File: src/shared/dai_map.svh
// Offsets, field positions, reset values and timing counts of the
// display and aux I/O configuration bank. Definitions only.
`ifndef DAI_MAP_SVH
`define DAI_MAP_SVH

// Word addresses on the plain register port
`define DAI_ADDR_W 7
`define DAI_DATA_W 24
`define DAI_ADDR_SEG_LOW 7'h3d
`define DAI_ADDR_SEG_MID 7'h3e
`define DAI_ADDR_SEG_SPECIAL 7'h3f
`define DAI_ADDR_PUMP_CTRL 7'h40
`define DAI_ADDR_SERIAL_AUX 7'h41

// Segment image widths
`define DAI_SPECIAL_W 8
`define DAI_IMAGE_W 56

// Pump control word fields
`define DAI_DITHER_BIT 23
`define DAI_EXT_EN_BIT 22
`define DAI_RECHARGE_HI 21
`define DAI_RECHARGE_LO 20
`define DAI_DIRECT_BIT 19
`define DAI_OSC_SEL_BIT 18
`define DAI_DIAG_HI 3
`define DAI_DIAG_LO 0

// Serial and aux control word fields
`define DAI_RATE_HI 23
`define DAI_RATE_LO 21
`define DAI_BLINK_HI 20
`define DAI_BLINK_LO 17
`define DAI_DIV_OFS_HI 16
`define DAI_DIV_OFS_LO 11
`define DAI_GROUP_HI 10
`define DAI_GROUP_LO 8
`define DAI_AUX_VAL_HI 7
`define DAI_AUX_VAL_LO 6
`define DAI_AUX_B_DIR_HI 5
`define DAI_AUX_B_DIR_LO 4
`define DAI_AUX_A_DIR_HI 3
`define DAI_AUX_A_DIR_LO 2
`define DAI_KEY_SYNC_HI 1
`define DAI_KEY_SYNC_LO 0

// Reset values
`define DAI_SEG_RESET 24'h000000
`define DAI_CTRL_RESET 24'h000000

// Pump divider
`define DAI_PUMP_DIV_BASE 10'h1e0
`define DAI_CLK_HZ 125000000
`define DAI_PUMP_REF_HZ 4000000
`define DAI_PRESCALE (`DAI_CLK_HZ / `DAI_PUMP_REF_HZ)

// Diagnosis pin selections
`define DAI_DIAG_INTERNAL_LAST 4'hb
`define DAI_DIAG_IRQ 4'hc

// Serial master half period, from about 500 ns to about 10 us period
`define DAI_SPI_HALF_MIN_NS 250
`define DAI_SPI_HALF_MAX_NS 5000
`define DAI_CLK_NS 8
`define DAI_SPI_HALF_MIN ((`DAI_SPI_HALF_MIN_NS + `DAI_CLK_NS - 1) / `DAI_CLK_NS)
`define DAI_SPI_HALF_MAX (`DAI_SPI_HALF_MAX_NS / `DAI_CLK_NS)
`define DAI_SPI_HALF_STEP ((`DAI_SPI_HALF_MAX - `DAI_SPI_HALF_MIN) / 7)

// Blink timing in milliseconds
`define DAI_BLINK_P0_MS 11'd300
`define DAI_BLINK_P1_MS 11'd600
`define DAI_BLINK_P2_MS 11'd1000
`define DAI_BLINK_P3_MS 11'd2000
`define DAI_ON1_MS 11'd100
`define DAI_ON2_MS 11'd200
`define DAI_ON3_MS 11'd400
`define DAI_MS_NS 1000000
`define DAI_MS_CYCLES (`DAI_MS_NS / `DAI_CLK_NS)

// Display cycle length in clock cycles (20 ms)
`define DAI_FRAME_CYCLES 2500000

`endif

File: src/shared/dai_pkg.sv
// Types of the display and aux I/O configuration bank.
// Widths come from the map header.
`include "dai_map.svh"
package dai_pkg;

	typedef logic [`DAI_ADDR_W-1:0] dai_addr_type;
	typedef logic [`DAI_DATA_W-1:0] dai_data_type;

	typedef struct packed {
		dai_data_type segLow;
		dai_data_type segMid;
		logic [`DAI_SPECIAL_W-1:0] segSpecial;
		dai_data_type pumpCtrl;
		dai_data_type auxCtrl;
		logic nvPending;
		dai_data_type rdData;
		logic [4:0] prescale;
		logic [9:0] pumpCnt;
		logic [9:0] pumpDiv;
		logic [7:0] lfsr;
		logic pumpClk;
		logic [2:0] oscSync;
		logic oscLevel;
		logic [1:0][2:0] auxSync;
		logic [1:0] auxLevel;
		logic [1:0] auxOut;
		logic [1:0] auxOeN;
		logic [1:0] auxPullUp;
		logic [1:0] auxPullDown;
		logic [21:0] frameCnt;
		logic [1:0] rechCnt;
		logic recharge;
		logic [16:0] msCnt;
		logic [10:0] blinkMs;
		logic [`DAI_IMAGE_W-1:0] segOut;
		logic directDrive;
		logic spiBusy;
		logic [5:0] bitCnt;
		logic [`DAI_IMAGE_W-1:0] shift;
		logic [10:0] divCnt;
		logic [10:0] halfDiv;
		logic spiSck;
		logic spiSsnN;
		logic spiSdo;
		logic [2:0] groupEn;
		logic diagOut;
		logic diagOeN;
		logic [1:0] keySync;
	} dai_state_type;

endpackage

File: src/hdl/dai_config_regs.sv
// Display, charge pump, serial display master and aux I/O configuration bank.
// Assumes a processor on the same clock drives the plain register port and
// that pin inputs and the 10 kHz oscillator are asynchronous.
//
// Contract
// - Address 61 holds segment bits 23..0
// - Address 62 holds segment bits 47..24
// - Address 63 holds special segment bits 55..48
// - Segment registers never loaded from nonvolatile
// - Power-on copies nonvolatile words into 64, 65
// - Dither adds noise to pump divider
// - External enable selects serial master display
// - Recharge every (n+1)th display cycle
// - Direct drive bit selects supply voltage
// - Pump clock: oscillator or divided 4 MHz
// - Divider equals 480 plus offset field
// - Diagnosis pin: I/O, internal, interrupt
// - Rate field sets serial clock period
// - Blink upper bits set pulsing period
// - Blink lower bits set on-time
// - Group bits enable SCK, SSN, SDO pins
// - Aux value drives pins, reads back
// - First aux pin direction encoding
// - Second aux pin same encoding
// - Key sync speed field, exported as is
//
// Decided for this implementation: the plain strobed port.
`timescale 1ns/10ps
`include "dai_map.svh"
module dai_config_regs #(
	parameter int unsigned MS_CYCLES = `DAI_MS_CYCLES,
	parameter int unsigned FRAME_CYCLES = `DAI_FRAME_CYCLES
) (
	// Clock, reset, enable
	input wire logic clock,
	input wire logic rst,
	input wire logic ce,
	// Register port
	input wire dai_pkg::dai_addr_type addr,
	input wire dai_pkg::dai_data_type wrData,
	input wire logic wrEn,
	input wire logic rdEn,
	output dai_pkg::dai_data_type rdData,
	// Nonvolatile words loaded after reset
	input wire dai_pkg::dai_data_type nvPumpCtrl,
	input wire dai_pkg::dai_data_type nvSerialAux,
	// Charge pump
	input wire logic osc10k,
	output logic pumpClk,
	output logic recharge,
	output logic directDrive,
	// Integrated display image
	output logic [`DAI_IMAGE_W-1:0] segOut,
	// Serial display master
	output logic spiSck,
	output logic spiSsnN,
	output logic spiSdo,
	output logic [2:0] groupEn,
	// Aux pins
	input wire logic [1:0] auxPinIn,
	output logic [1:0] auxPinOut,
	output logic [1:0] auxPinOeN,
	output logic [1:0] auxPullUp,
	output logic [1:0] auxPullDown,
	// Diagnosis pin
	input wire logic multiIoIn,
	input wire logic [10:0] diagSrc,
	input wire logic irqIn,
	output logic diagOut,
	output logic diagOeN,
	// Key synchronisation speed
	output logic [1:0] keySync
);
	import dai_pkg::*;

	dai_state_type s;
	dai_state_type n;

	// Field views of the control words
	logic [1:0] rechSel;
	logic [3:0] diagSel;
	logic [2:0] rateSel;
	logic [1:0] periodSel;
	logic [1:0] onSel;
	logic [5:0] divOfs;
	logic [1:0] auxVal;
	logic [1:0][1:0] auxDir;
	logic [1:0] auxRead;
	logic [10:0] periodMs;
	logic [10:0] onMs;
	logic dispOn;
	logic tick4m;
	logic msTick;
	logic frameTick;
	logic [`DAI_IMAGE_W-1:0] image;

	// Fields are sliced from the stored words, not the bus, so a write
	// only reaches the logic one cycle after it lands
	// Blink nibble splits into period (upper) and on-time (lower)
	assign rechSel = s.pumpCtrl[`DAI_RECHARGE_HI:`DAI_RECHARGE_LO];
	assign diagSel = s.pumpCtrl[`DAI_DIAG_HI:`DAI_DIAG_LO];
	assign rateSel = s.auxCtrl[`DAI_RATE_HI:`DAI_RATE_LO];
	assign periodSel = s.auxCtrl[`DAI_BLINK_HI:`DAI_BLINK_HI-1];
	assign onSel = s.auxCtrl[`DAI_BLINK_LO+1:`DAI_BLINK_LO];
	assign divOfs = s.auxCtrl[`DAI_DIV_OFS_HI:`DAI_DIV_OFS_LO];
	assign auxVal = s.auxCtrl[`DAI_AUX_VAL_HI:`DAI_AUX_VAL_LO];
	assign auxDir[0] = s.auxCtrl[`DAI_AUX_A_DIR_HI:`DAI_AUX_A_DIR_LO];
	assign auxDir[1] = s.auxCtrl[`DAI_AUX_B_DIR_HI:`DAI_AUX_B_DIR_LO];
	assign image = {s.segSpecial, s.segMid, s.segLow};

	// Free running time bases
	// All three start together at reset and freeze together on ce,
	// so blink and display cycle ticks keep a fixed phase
	assign tick4m = (s.prescale == 5'(`DAI_PRESCALE - 1));
	assign msTick = (s.msCnt == 17'(MS_CYCLES - 1));
	assign frameTick = (s.frameCnt == 22'(FRAME_CYCLES - 1));

	// Per-pin readback: an output reads its own value, an input the pin
	generate
		for (genvar i = 0; i < 2; i++) begin : gAux
			assign auxRead[i] = (auxDir[i] == 2'h0) ? auxVal[i] : s.auxLevel[i];
		end
	endgenerate

	// Blink period and on-time decode
	always_comb begin
		unique case (periodSel)
			2'h0: periodMs = `DAI_BLINK_P0_MS;
			2'h1: periodMs = `DAI_BLINK_P1_MS;
			2'h2: periodMs = `DAI_BLINK_P2_MS;
			2'h3: periodMs = `DAI_BLINK_P3_MS;
		endcase
		unique case (onSel)
			2'h0: onMs = 11'h000;
			2'h1: onMs = `DAI_ON1_MS;
			2'h2: onMs = `DAI_ON2_MS;
			2'h3: onMs = `DAI_ON3_MS;
		endcase
		// Limitation: an on-time longer than the period keeps the display lit
		// Zero on-time means no pulsing, display stays lit
		dispOn = (onSel == 2'h0) || (s.blinkMs < onMs);
	end

	// Next state
	always_comb begin
		// Hold everything by default; read data stands for one cycle only,
		// so a stale answer can never be taken for a new one
		n = s;
		n.rdData = '0;

		// one-shot load of mirrored words after reset
		if (s.nvPending) begin
			n.pumpCtrl = nvPumpCtrl;
			n.auxCtrl = nvSerialAux;
			n.nvPending = 1'b0;
		end

		// Register writes; a bus write in the load cycle wins
		if (wrEn) begin
			unique case (addr)
				`DAI_ADDR_SEG_LOW: n.segLow = wrData;
				`DAI_ADDR_SEG_MID: n.segMid = wrData;
				`DAI_ADDR_SEG_SPECIAL: n.segSpecial = wrData[`DAI_SPECIAL_W-1:0];
				`DAI_ADDR_PUMP_CTRL: n.pumpCtrl = wrData;
				`DAI_ADDR_SERIAL_AUX: n.auxCtrl = wrData;
				default: begin
				end
			endcase
		end

		// Register reads, answered one cycle later
		if (rdEn) begin
			unique case (addr)
				`DAI_ADDR_SEG_LOW: n.rdData = s.segLow;
				`DAI_ADDR_SEG_MID: n.rdData = s.segMid;
				`DAI_ADDR_SEG_SPECIAL: n.rdData = {16'h0000, s.segSpecial};
				`DAI_ADDR_PUMP_CTRL: n.rdData = s.pumpCtrl;
				`DAI_ADDR_SERIAL_AUX: begin
					n.rdData = s.auxCtrl;
					n.rdData[`DAI_AUX_VAL_HI:`DAI_AUX_VAL_LO] = auxRead;
				end
				default: n.rdData = '0;
			endcase
		end

		// Oscillator and aux pin synchronisers, change once stages 2 and 3 agree
		// A level caught between stages is held, so a slow edge
		// never shows twice
		n.oscSync = {s.oscSync[1:0], osc10k};
		if (s.oscSync[2] == s.oscSync[1]) begin
			n.oscLevel = s.oscSync[2];
		end
		for (int i = 0; i < 2; i++) begin
			n.auxSync[i] = {s.auxSync[i][1:0], auxPinIn[i]};
			if (s.auxSync[i][2] == s.auxSync[i][1]) begin
				n.auxLevel[i] = s.auxSync[i][2];
			end
		end

		// 4 MHz reference prescaler
		n.prescale = tick4m ? 5'h00 : s.prescale + 5'h01;

		// The dither bit only ever lengthens a period by one reference tick
		// divider reloads only at wrap, so a new offset starts cleanly
		if (tick4m) begin
			if (s.pumpCnt >= s.pumpDiv - 10'h001) begin
				n.pumpCnt = 10'h000;
				n.pumpDiv = `DAI_PUMP_DIV_BASE + {4'h0, divOfs};
				n.lfsr = {s.lfsr[6:0], s.lfsr[7] ^ s.lfsr[5] ^ s.lfsr[4] ^ s.lfsr[3]};
				if (s.pumpCtrl[`DAI_DITHER_BIT]) begin
					n.pumpDiv = `DAI_PUMP_DIV_BASE + {4'h0, divOfs} + {9'h000, s.lfsr[0]};
				end
			end else begin
				n.pumpCnt = s.pumpCnt + 10'h001;
			end
		end

		// Pump clock is a registered compare, high for the first half of
		// each divided period, so it never glitches
		// pump clock source select
		if (s.pumpCtrl[`DAI_OSC_SEL_BIT]) begin
			n.pumpClk = s.oscLevel;
		end else begin
			n.pumpClk = (s.pumpCnt < {1'b0, s.pumpDiv[9:1]});
		end

		// Millisecond base and blink phase
		n.msCnt = msTick ? 17'h00000 : s.msCnt + 17'h00001;
		if (msTick) begin
			if (s.blinkMs >= periodMs - 11'h001) begin
				n.blinkMs = 11'h000;
			end else begin
				n.blinkMs = s.blinkMs + 11'h001;
			end
		end

		// Display cycle base
		n.frameCnt = frameTick ? 22'h000000 : s.frameCnt + 22'h000001;
		n.recharge = 1'b0;
		if (frameTick) begin
			if (s.rechCnt >= rechSel) begin
				n.rechCnt = 2'h0;
				n.recharge = 1'b1;
			end else begin
				n.rechCnt = s.rechCnt + 2'h1;
			end
			n.directDrive = s.pumpCtrl[`DAI_DIRECT_BIT];
			if (s.pumpCtrl[`DAI_EXT_EN_BIT] || !dispOn) begin
				n.segOut = '0;
			end else begin
				n.segOut = image;
			end
			// group enables follow at cycle start
			n.groupEn = s.pumpCtrl[`DAI_EXT_EN_BIT] ?
				s.auxCtrl[`DAI_GROUP_HI:`DAI_GROUP_LO] : 3'h0;
		end

		// Data changes on the falling serial clock and holds across the
		// rising one, where the far chip samples
		// start a serial frame in external mode
		if (frameTick && s.pumpCtrl[`DAI_EXT_EN_BIT] && !s.spiBusy) begin
			n.spiBusy = 1'b1;
			n.spiSsnN = 1'b0;
			n.spiSck = 1'b0;
			n.bitCnt = 6'(`DAI_IMAGE_W - 1);
			n.shift = dispOn ? image : '0;
			n.spiSdo = dispOn ? image[`DAI_IMAGE_W-1] : 1'b0;
			n.divCnt = 11'h000;
			n.halfDiv = 11'(`DAI_SPI_HALF_MIN) + 11'(`DAI_SPI_HALF_STEP) * {8'h00, rateSel};
		end else if (s.spiBusy) begin
			// running transfer keeps its own rate
			if (s.divCnt >= s.halfDiv - 11'h001) begin
				n.divCnt = 11'h000;
				if (!s.spiSck) begin
					n.spiSck = 1'b1;
				end else begin
					n.spiSck = 1'b0;
					if (s.bitCnt == 6'h00) begin
						n.spiBusy = 1'b0;
						n.spiSsnN = 1'b1;
						n.spiSdo = 1'b0;
					end else begin
						n.bitCnt = s.bitCnt - 6'h01;
						n.shift = {s.shift[`DAI_IMAGE_W-2:0], 1'b0};
						n.spiSdo = s.shift[`DAI_IMAGE_W-2];
					end
				end
			end else begin
				n.divCnt = s.divCnt + 11'h001;
			end
		end

		// Pulls follow the direction field only; a driven pin never has
		// a pull, so the pin cannot fight itself
		// Aux pins; output enable is low while driving
		for (int i = 0; i < 2; i++) begin
			n.auxOeN[i] = (auxDir[i] != 2'h0);
			n.auxPullUp[i] = (auxDir[i] == 2'h1);
			n.auxPullDown[i] = (auxDir[i] == 2'h2);
			n.auxOut[i] = auxVal[i];
		end

		// Codes above the interrupt select are undefined; the pin is
		// released rather than driven with a guess
		// diagnosis pin source
		n.diagOeN = 1'b0;
		if (diagSel == 4'h0) begin
			n.diagOut = multiIoIn;
		end else if (diagSel <= `DAI_DIAG_INTERNAL_LAST) begin
			n.diagOut = diagSrc[diagSel - 4'h1];
		end else if (diagSel == `DAI_DIAG_IRQ) begin
			n.diagOut = irqIn;
		end else begin
			n.diagOut = 1'b0;
			n.diagOeN = 1'b1;
		end

		n.keySync = s.auxCtrl[`DAI_KEY_SYNC_HI:`DAI_KEY_SYNC_LO];
	end

	// Reset assigns constants only; the stored words are copied on
	// the first enabled edge after release instead
	// State register; segment words clear at reset, never loaded
	always_ff @(posedge clock or posedge rst) begin
		if (rst) begin
			s <= '0;
			s.segLow <= `DAI_SEG_RESET;
			s.segMid <= `DAI_SEG_RESET;
			s.pumpCtrl <= `DAI_CTRL_RESET;
			s.auxCtrl <= `DAI_CTRL_RESET;
			s.nvPending <= 1'b1;
			s.pumpDiv <= `DAI_PUMP_DIV_BASE;
			s.lfsr <= 8'h01;
			s.spiSsnN <= 1'b1;
			s.auxOeN <= 2'h3;
			s.diagOeN <= 1'b1;
		end else if (ce) begin
			s <= n;
		end
	end

	// Outputs straight from the state register
	// No logic between these flops and the pins
	assign rdData = s.rdData;
	assign pumpClk = s.pumpClk;
	assign recharge = s.recharge;
	assign directDrive = s.directDrive;
	assign segOut = s.segOut;
	assign spiSck = s.spiSck;
	assign spiSsnN = s.spiSsnN;
	assign spiSdo = s.spiSdo;
	assign groupEn = s.groupEn;
	assign auxPinOut = s.auxOut;
	assign auxPinOeN = s.auxOeN;
	assign auxPullUp = s.auxPullUp;
	assign auxPullDown = s.auxPullDown;
	assign diagOut = s.diagOut;
	assign diagOeN = s.diagOeN;
	assign keySync = s.keySync;
endmodule

File: config.mk
export PLATFORM = sky130hd
export DESIGN_NAME = dai_config_regs
export DESIGN_NICKNAME = d
export VERILOG_FILES = /design/src/shared/dai_pkg.sv /design/src/hdl/dai_config_regs.sv
export VERILOG_INCLUDE_DIRS = /design/src /design/src/shared
export SDC_FILE = /design/constraint.sdc
export NUM_CORES = 1
export LEC_CHECK = 0
export ABC_AREA = 1
export BUFFER_PORTS_ARGS = -buffer_cell sky130_fd_sc_hd__buf_2
export CAP_MARGIN = 0
export CORE_MARGIN = 10
export CORE_UTILIZATION = 24
export CTS_CLUSTER_DIAMETER = 80
export DETAILED_ROUTE_END_ITERATION = 6
export GPL_TIMING_DRIVEN = 0
export SLEW_MARGIN = 30
export SYNTH_ARGS = -nofsm -noshare
export SYNTH_HDL_FRONTEND = slang
export SYNTH_SLANG_ARGS = --single-unit
File: constraint.sdc
create_clock -name clock -period 16.7 [get_ports clock]
set_input_delay 1.67 -clock clock [delete_from_list [all_inputs] [get_ports clock]]
set_output_delay 1.67 -clock clock [all_outputs]
set_load 0.01 [all_outputs]
### Word-level counts from Yosys, hierarchy flattened

Index checks and enable logic that the tools add are counted.

| operators by class | value |
|---|---|
| add/sub/neg operators | 15 |
| $mul | 1 |
| $lt $le $gt $ge | 8 |
| eq/ne operators | 23 |
| multiplexer cells | 46 |
| bitwise operators | 3 |
| reduce and logical (&&, ||, !) cells | 34 |

Operator list:

| cell | count |
|---|---|
| $mux 74 | 2 |
| $mux 63 | 2 |
| $pmux 24 s5 | 1 |
| $mux 56 | 2 |
| $pmux 11 s4 | 2 |
| $mux 24 | 3 |
| $mux 62 | 1 |
| $mux 49 | 1 |
| $mux 48 | 1 |
| $add 11x1->11 const B | 2 |
| $add 22x1->22 const B | 1 |
| $eq 22x22->1 const B | 1 |
| $ge 11x11->1 | 2 |
| $mux 11 | 2 |
| $mux 22 | 1 |
| $sub 11x1->11 const B | 2 |
| $eq 7x6->1 const B | 3 |
| $mux 10 | 2 |
| $add 17x1->17 const B | 1 |
| $eq 17x17->1 const B | 1 |
| $mux 1 | 17 |
| $mux 17 | 1 |
| $reduce_and 2->1 | 8 |
| $reduce_and 3->1 | 5 |
| other kinds (37) | 66 |

| word-level totals | value |
|---|---|
| flip-flop bits (word level) | 387 |
| output and inout port bits | 101 |
| logic and storage cells | 171 |

### Longest topological paths before layout

| depth | value |
|---|---|
| depth after elaboration | 7 |
| depth in mapped cells | 18 |
| depth with buffers taken out | 17 |

### Least setup slack after synthesis

No wires, ideal clock.

| timing | value |
|---|---|
| kind | input port to flip-flop |
| start point | in addr[6] |
| end point | reg s (netlist bit image[24]) |
| arrival | 2.852 ns |
| required time | 16.570 ns |
| setup slack | 13.718 ns |
| stages on the path | 10 |
| cell sequence | inv_1 nand3_1 nor2_1 nand2_1 nor2_2 nand2_1 clkbuf_1 clkbuf_1 nand2_1 o21ai_0 |

| between the ends | value |
|---|---|
| longest elaborated chain between the ends | 2 |

Ends and longest elaborated chain:

| element | RTL line | text |
|---|---|---|
| start: declaration | dai_config_regs.sv:39 | `input wire dai_pkg::dai_addr_type addr,` |
| $eq 7x6->1 | dai_config_regs.sv:160 | `unique case (addr)` |
| $reduce_and 3->1 (no line) | -- |  |
| end signal: assignment | dai_config_regs.sv:338 | `s <= n;` |
| end: declaration | dai_config_regs.sv:76 | `dai_state_type s;` |

No other way between the ends.
A chain may end at the register's enable or synchronous reset.

### Final worst setup path

| timing | value |
|---|---|
| start point | in ce |
| end point | reg s (netlist bit diagSel[0]) |

RTL lines:

| element | RTL line | text |
|---|---|---|
| start: declaration | dai_config_regs.sv:37 | `input wire logic ce,` |

No word-level cell between the ends.

==> run_results.csv <==
group,metric,value,unit
clocking,postCtsHoldBufs,0,
sta,holdWs,0.464,ns
logic_synthesis,async_flop_share,100,%
cells_and_area,nets,3189,
logic_synthesis,synth.avg_cell_area,7.74,um2
drt,dr.pass1.iters,5,
sta,skew,0.0306,ns
logic_synthesis,synth-simple-area-share,26.2,%
hold_path,holdCritPathClass,"register to register",
sta,worst_slew_pin_slew,0.888,ns
hold_path,holdPathStages,2,
worst_setup_path,cp_num_cells,6,
floorplan,coreArea,88500,um2
logic_synthesis,synth.area.mux_share,0.0935,%
cells_and_area,final_common_cell,"nand2_1",
worst_setup_path,cp_cell_sequence,"buf_2 -> buf_2 -> buf_2 -> clkbuf_1 -> clkbuf_1 -> o21ai_0",
sta,layout_min_cycle_time,3.69,ns
drt,vias_per_cell,4.66,
logic_synthesis,synthesis.nets,2939,
placement,place_area,24000,um2
cells_and_area,postLayoutCellArea,25500,um2
status,outcome,"complete, no violations",
worst_setup_path,critical_path_arrival,4.06,ns
logic_synthesis,synth_xor_area_share,2.74,%
placement,port_buffers,199,
clocking,cts_tree,"yes",
logic_synthesis,ys_seq_elements,385,
power_and_ir_drop,p_leak,12.7,nW
power_and_ir_drop,pwr-share-seq,44.9,%
power_and_ir_drop,power_density,94.3,nW/um2
power_and_ir_drop,switching_power,710,uW
sta,max_freq,271,MHz
sta,postLayoutSetupSlackWorst,13.01,ns
sta,maxSlewHeadroom,40.3,%
clocking,cts_buffers,44,
logic_synthesis,synth_top_flop_cell,"dfrtp_1",
cells_and_area,syn_to_final_growth,19.1,%
logic_synthesis,synth_edf_count,0,
worst_setup_path,critPathKind,"primary input to register",
power_and_ir_drop,switching_share,29.5,%
worst_setup_path,crit_family,"buffers and inverters",
drt,post_drt_wl_per_cell,18.3,um
floorplan,die_area,102000,um2
drt,dr_total_vias,19675,
floorplan,die_y,319,um
logic_synthesis,synth_cell_types,48,
drt,ant_nets,0,
drt,drt-total-wl,77.5,mm
global_routing,antenna_found_initial,18,
sta,rsz0062_at_grt,"no",
worst_setup_path,cp_slowest_cell,"clkbuf_1",
floorplan,io_pins,201,
power_and_ir_drop,irDropWorstVdd,62.9,uV
logic_synthesis,synth_compound_area_share,11.4,%
clocking,cts_sinks,385,
logic_synthesis,yosysTopAreaCell,"dfrtp_1",
floorplan,start_util,24.2,%
logic_synthesis,synthAdderAreaFrac,4.21,%
cells_and_area,mostFrequentLayoutCells,"nand2_1, dfrtp_1, nand3_1",
worst_setup_path,cp_common_cell,"buf_2",
worst_setup_path,cp_max_fo,10,
sta,drv_slew,0,
worst_setup_path,critPathBufInv,5,
global_routing,track_usage,14.8,%
clocking,clk_pin_slew,0.06,ns
logic_synthesis,seq_area_frac_synth,45.1,%
run,max_cap_viol_count,0,
clocking,clkLatencyLatePin,0.60,ns
global_routing,grt_pass1_vias,19042,
sta,setup_viol,0,
sta,final.period_utilization,22.1,%
placement,place.gp.congestion,0.891,
floorplan,die_w,319,um
sta,hold_viol_final,0,
worst_setup_path,reg2reg_depth,15,
logic_synthesis,synth.area.top_cells,"dfrtp_1, nand2_1, nand3_1",
logic_synthesis,syn_area,21400,um2
drt,drt_iter0_markers,1562,
global_routing,grt_max_degree,87,
global_routing,grt_pass1_wl,117,mm
clocking,h-tree-depth,2,
worst_setup_path,critPathMaxStageDelay,0.63,ns
cells_and_area,final_layout_size_suffix_gt1_share,14.8,%
logic_synthesis,synth_top_family_by_area,"simple AND/OR/NAND/NOR gates",
clocking,cts_root_buffer,"clkbuf_16",
placement,dpl.hpwl,61.3,mm
worst_setup_path,worstSetupEndpointType,"register",
worst_setup_path,start_kind,"primary input",
drt,post-route-drc-count,0,
logic_synthesis,yosysTopAreaCellShare,43.8,%
power_and_ir_drop,intPower,1.69,mW
logic_synthesis,yosys_warnings,0,
power_and_ir_drop,p_comb_share,13.7,%
worst_setup_path,cp.required,17.08,ns
power_and_ir_drop,power.total,2.40,mW
floorplan,rows,109,
logic_synthesis,syn_inst,2767,
power_and_ir_drop,clkPwrFrac,41.4,%
clocking,cts_resized,0,
global_routing,grt_overflow,0,
clocking,clock_path_buffers,3,
clocking,postCtsSetupBuffers,0,
placement,dp_slack,12.41,ns
-- synth_stat cells, types with 15 or more instances --
cell / number
o21ai_1: 21
a31oi_1: 24
xnor2_1: 15
clkbuf_1: 80
xor2_1: 52
dfrtp_1: 375
o2111ai_1: 16
nand2_1: 849
buf_2: 29
nor2_1: 135
o31ai_1: 29
ha_1: 72
nand4_1: 32
buf_1: 18
a21oi_1: 81
nor3_1: 36
o21ai_0: 214
inv_1: 227
buf_4: 99
nand3_1: 257
o211ai_1: 27
-- cells by family (layout without fill, tap and decap cells) --
kind of cell	Yosys count	after routing
compound gates	432	432
buf+inv	469	755
fa+ha+maj	72	72
flops	385	385
other cells	0	8
simple gates	1340	1340
xor+xnor	67	67
mux	2	2
-- registers in the layout (all words and copies together) (netlist names), 3 cells and up --
register,cells
auxDir,4
diagSel,4
divOfs,6
groupEn,3
image,56
n,8
rateSel,3
rdData,24
s,195
segOut,56
-- worst reg2reg max path, delay by kind of cell, from the launching register on --
kind / cells / cell delay [ns]
compound gates: 1 / 0.16
simple gates: 7 / 1.32
flops: 1 / 0.39
xor+xnor: 1 / 0.15
buf+inv: 4 / 0.88
fa+ha+maj: 2 / 0.48
-- worst paths after layout --
path                             start         end  slack [ns]
worst max-delay path                ce  diagSel[0]       13.01
worst min-delay path            s[232]      s[233]        0.46
worst max register to register   s[12]       s[76]       13.26
worst min register to register  s[232]      s[233]        0.46
max in group asynchronous          rst      s[241]       14.11
min in group asynchronous          rst      s[191]        1.06
-- stage by stage --
| step | cells | util, % | setup TNS [ns] |
|---|---|---|---|
| 2_1_floorplan | 2767 | - | 0 |
| 3_3_place_gp | 4131 | 27.0 | -212.27 |
| 3_5_place_dp | 4136 | 27.1 | 0 |
| 4_1_cts | 4218 | 28.8 | 0 |
| 5_1_grt | 4225 | 28.8 | 0 |
| 6_report | 4226 | 28.8 | 0 |
-- power groups by stage --
stage	sequential, mW	combinational, mW	clock (mW)
5_1_grt	1.09	0.377	1.05
2_1_floorplan	1.07	0.223	0
3_5_place_dp	1.09	0.329	0
4_1_cts	1.08	0.331	1.01
3_3_place_gp	1.09	0.318	0
6_report	1.08	0.329	0.996
-- final cells by class --
cell class                 instances  area [um2]
fill                            9539       63000
sequential                       385        9650
multi-input combinational       1913        9550
tap                             1165        1460
clock buffer                      65        1320
buffer                           231        1310
timing repair buffer             204        1130
inverter                         238         906
clock inverter                    17         149
antenna                            8        20.0
-- per-layer routing --
layer | vias to the layer above | part of all wire (%) | track usage (%)
li1 | 9466 | - | -
met1 | 9335 | 44 | 19.6
met2 | 730 | 45 | 23.3
met3 | 134 | 8.0 | 3.36
met4 | 10 | 3.2 | 5.27
met5 | - | 0.076 | 0
Power figures use the tool's default switching activity.
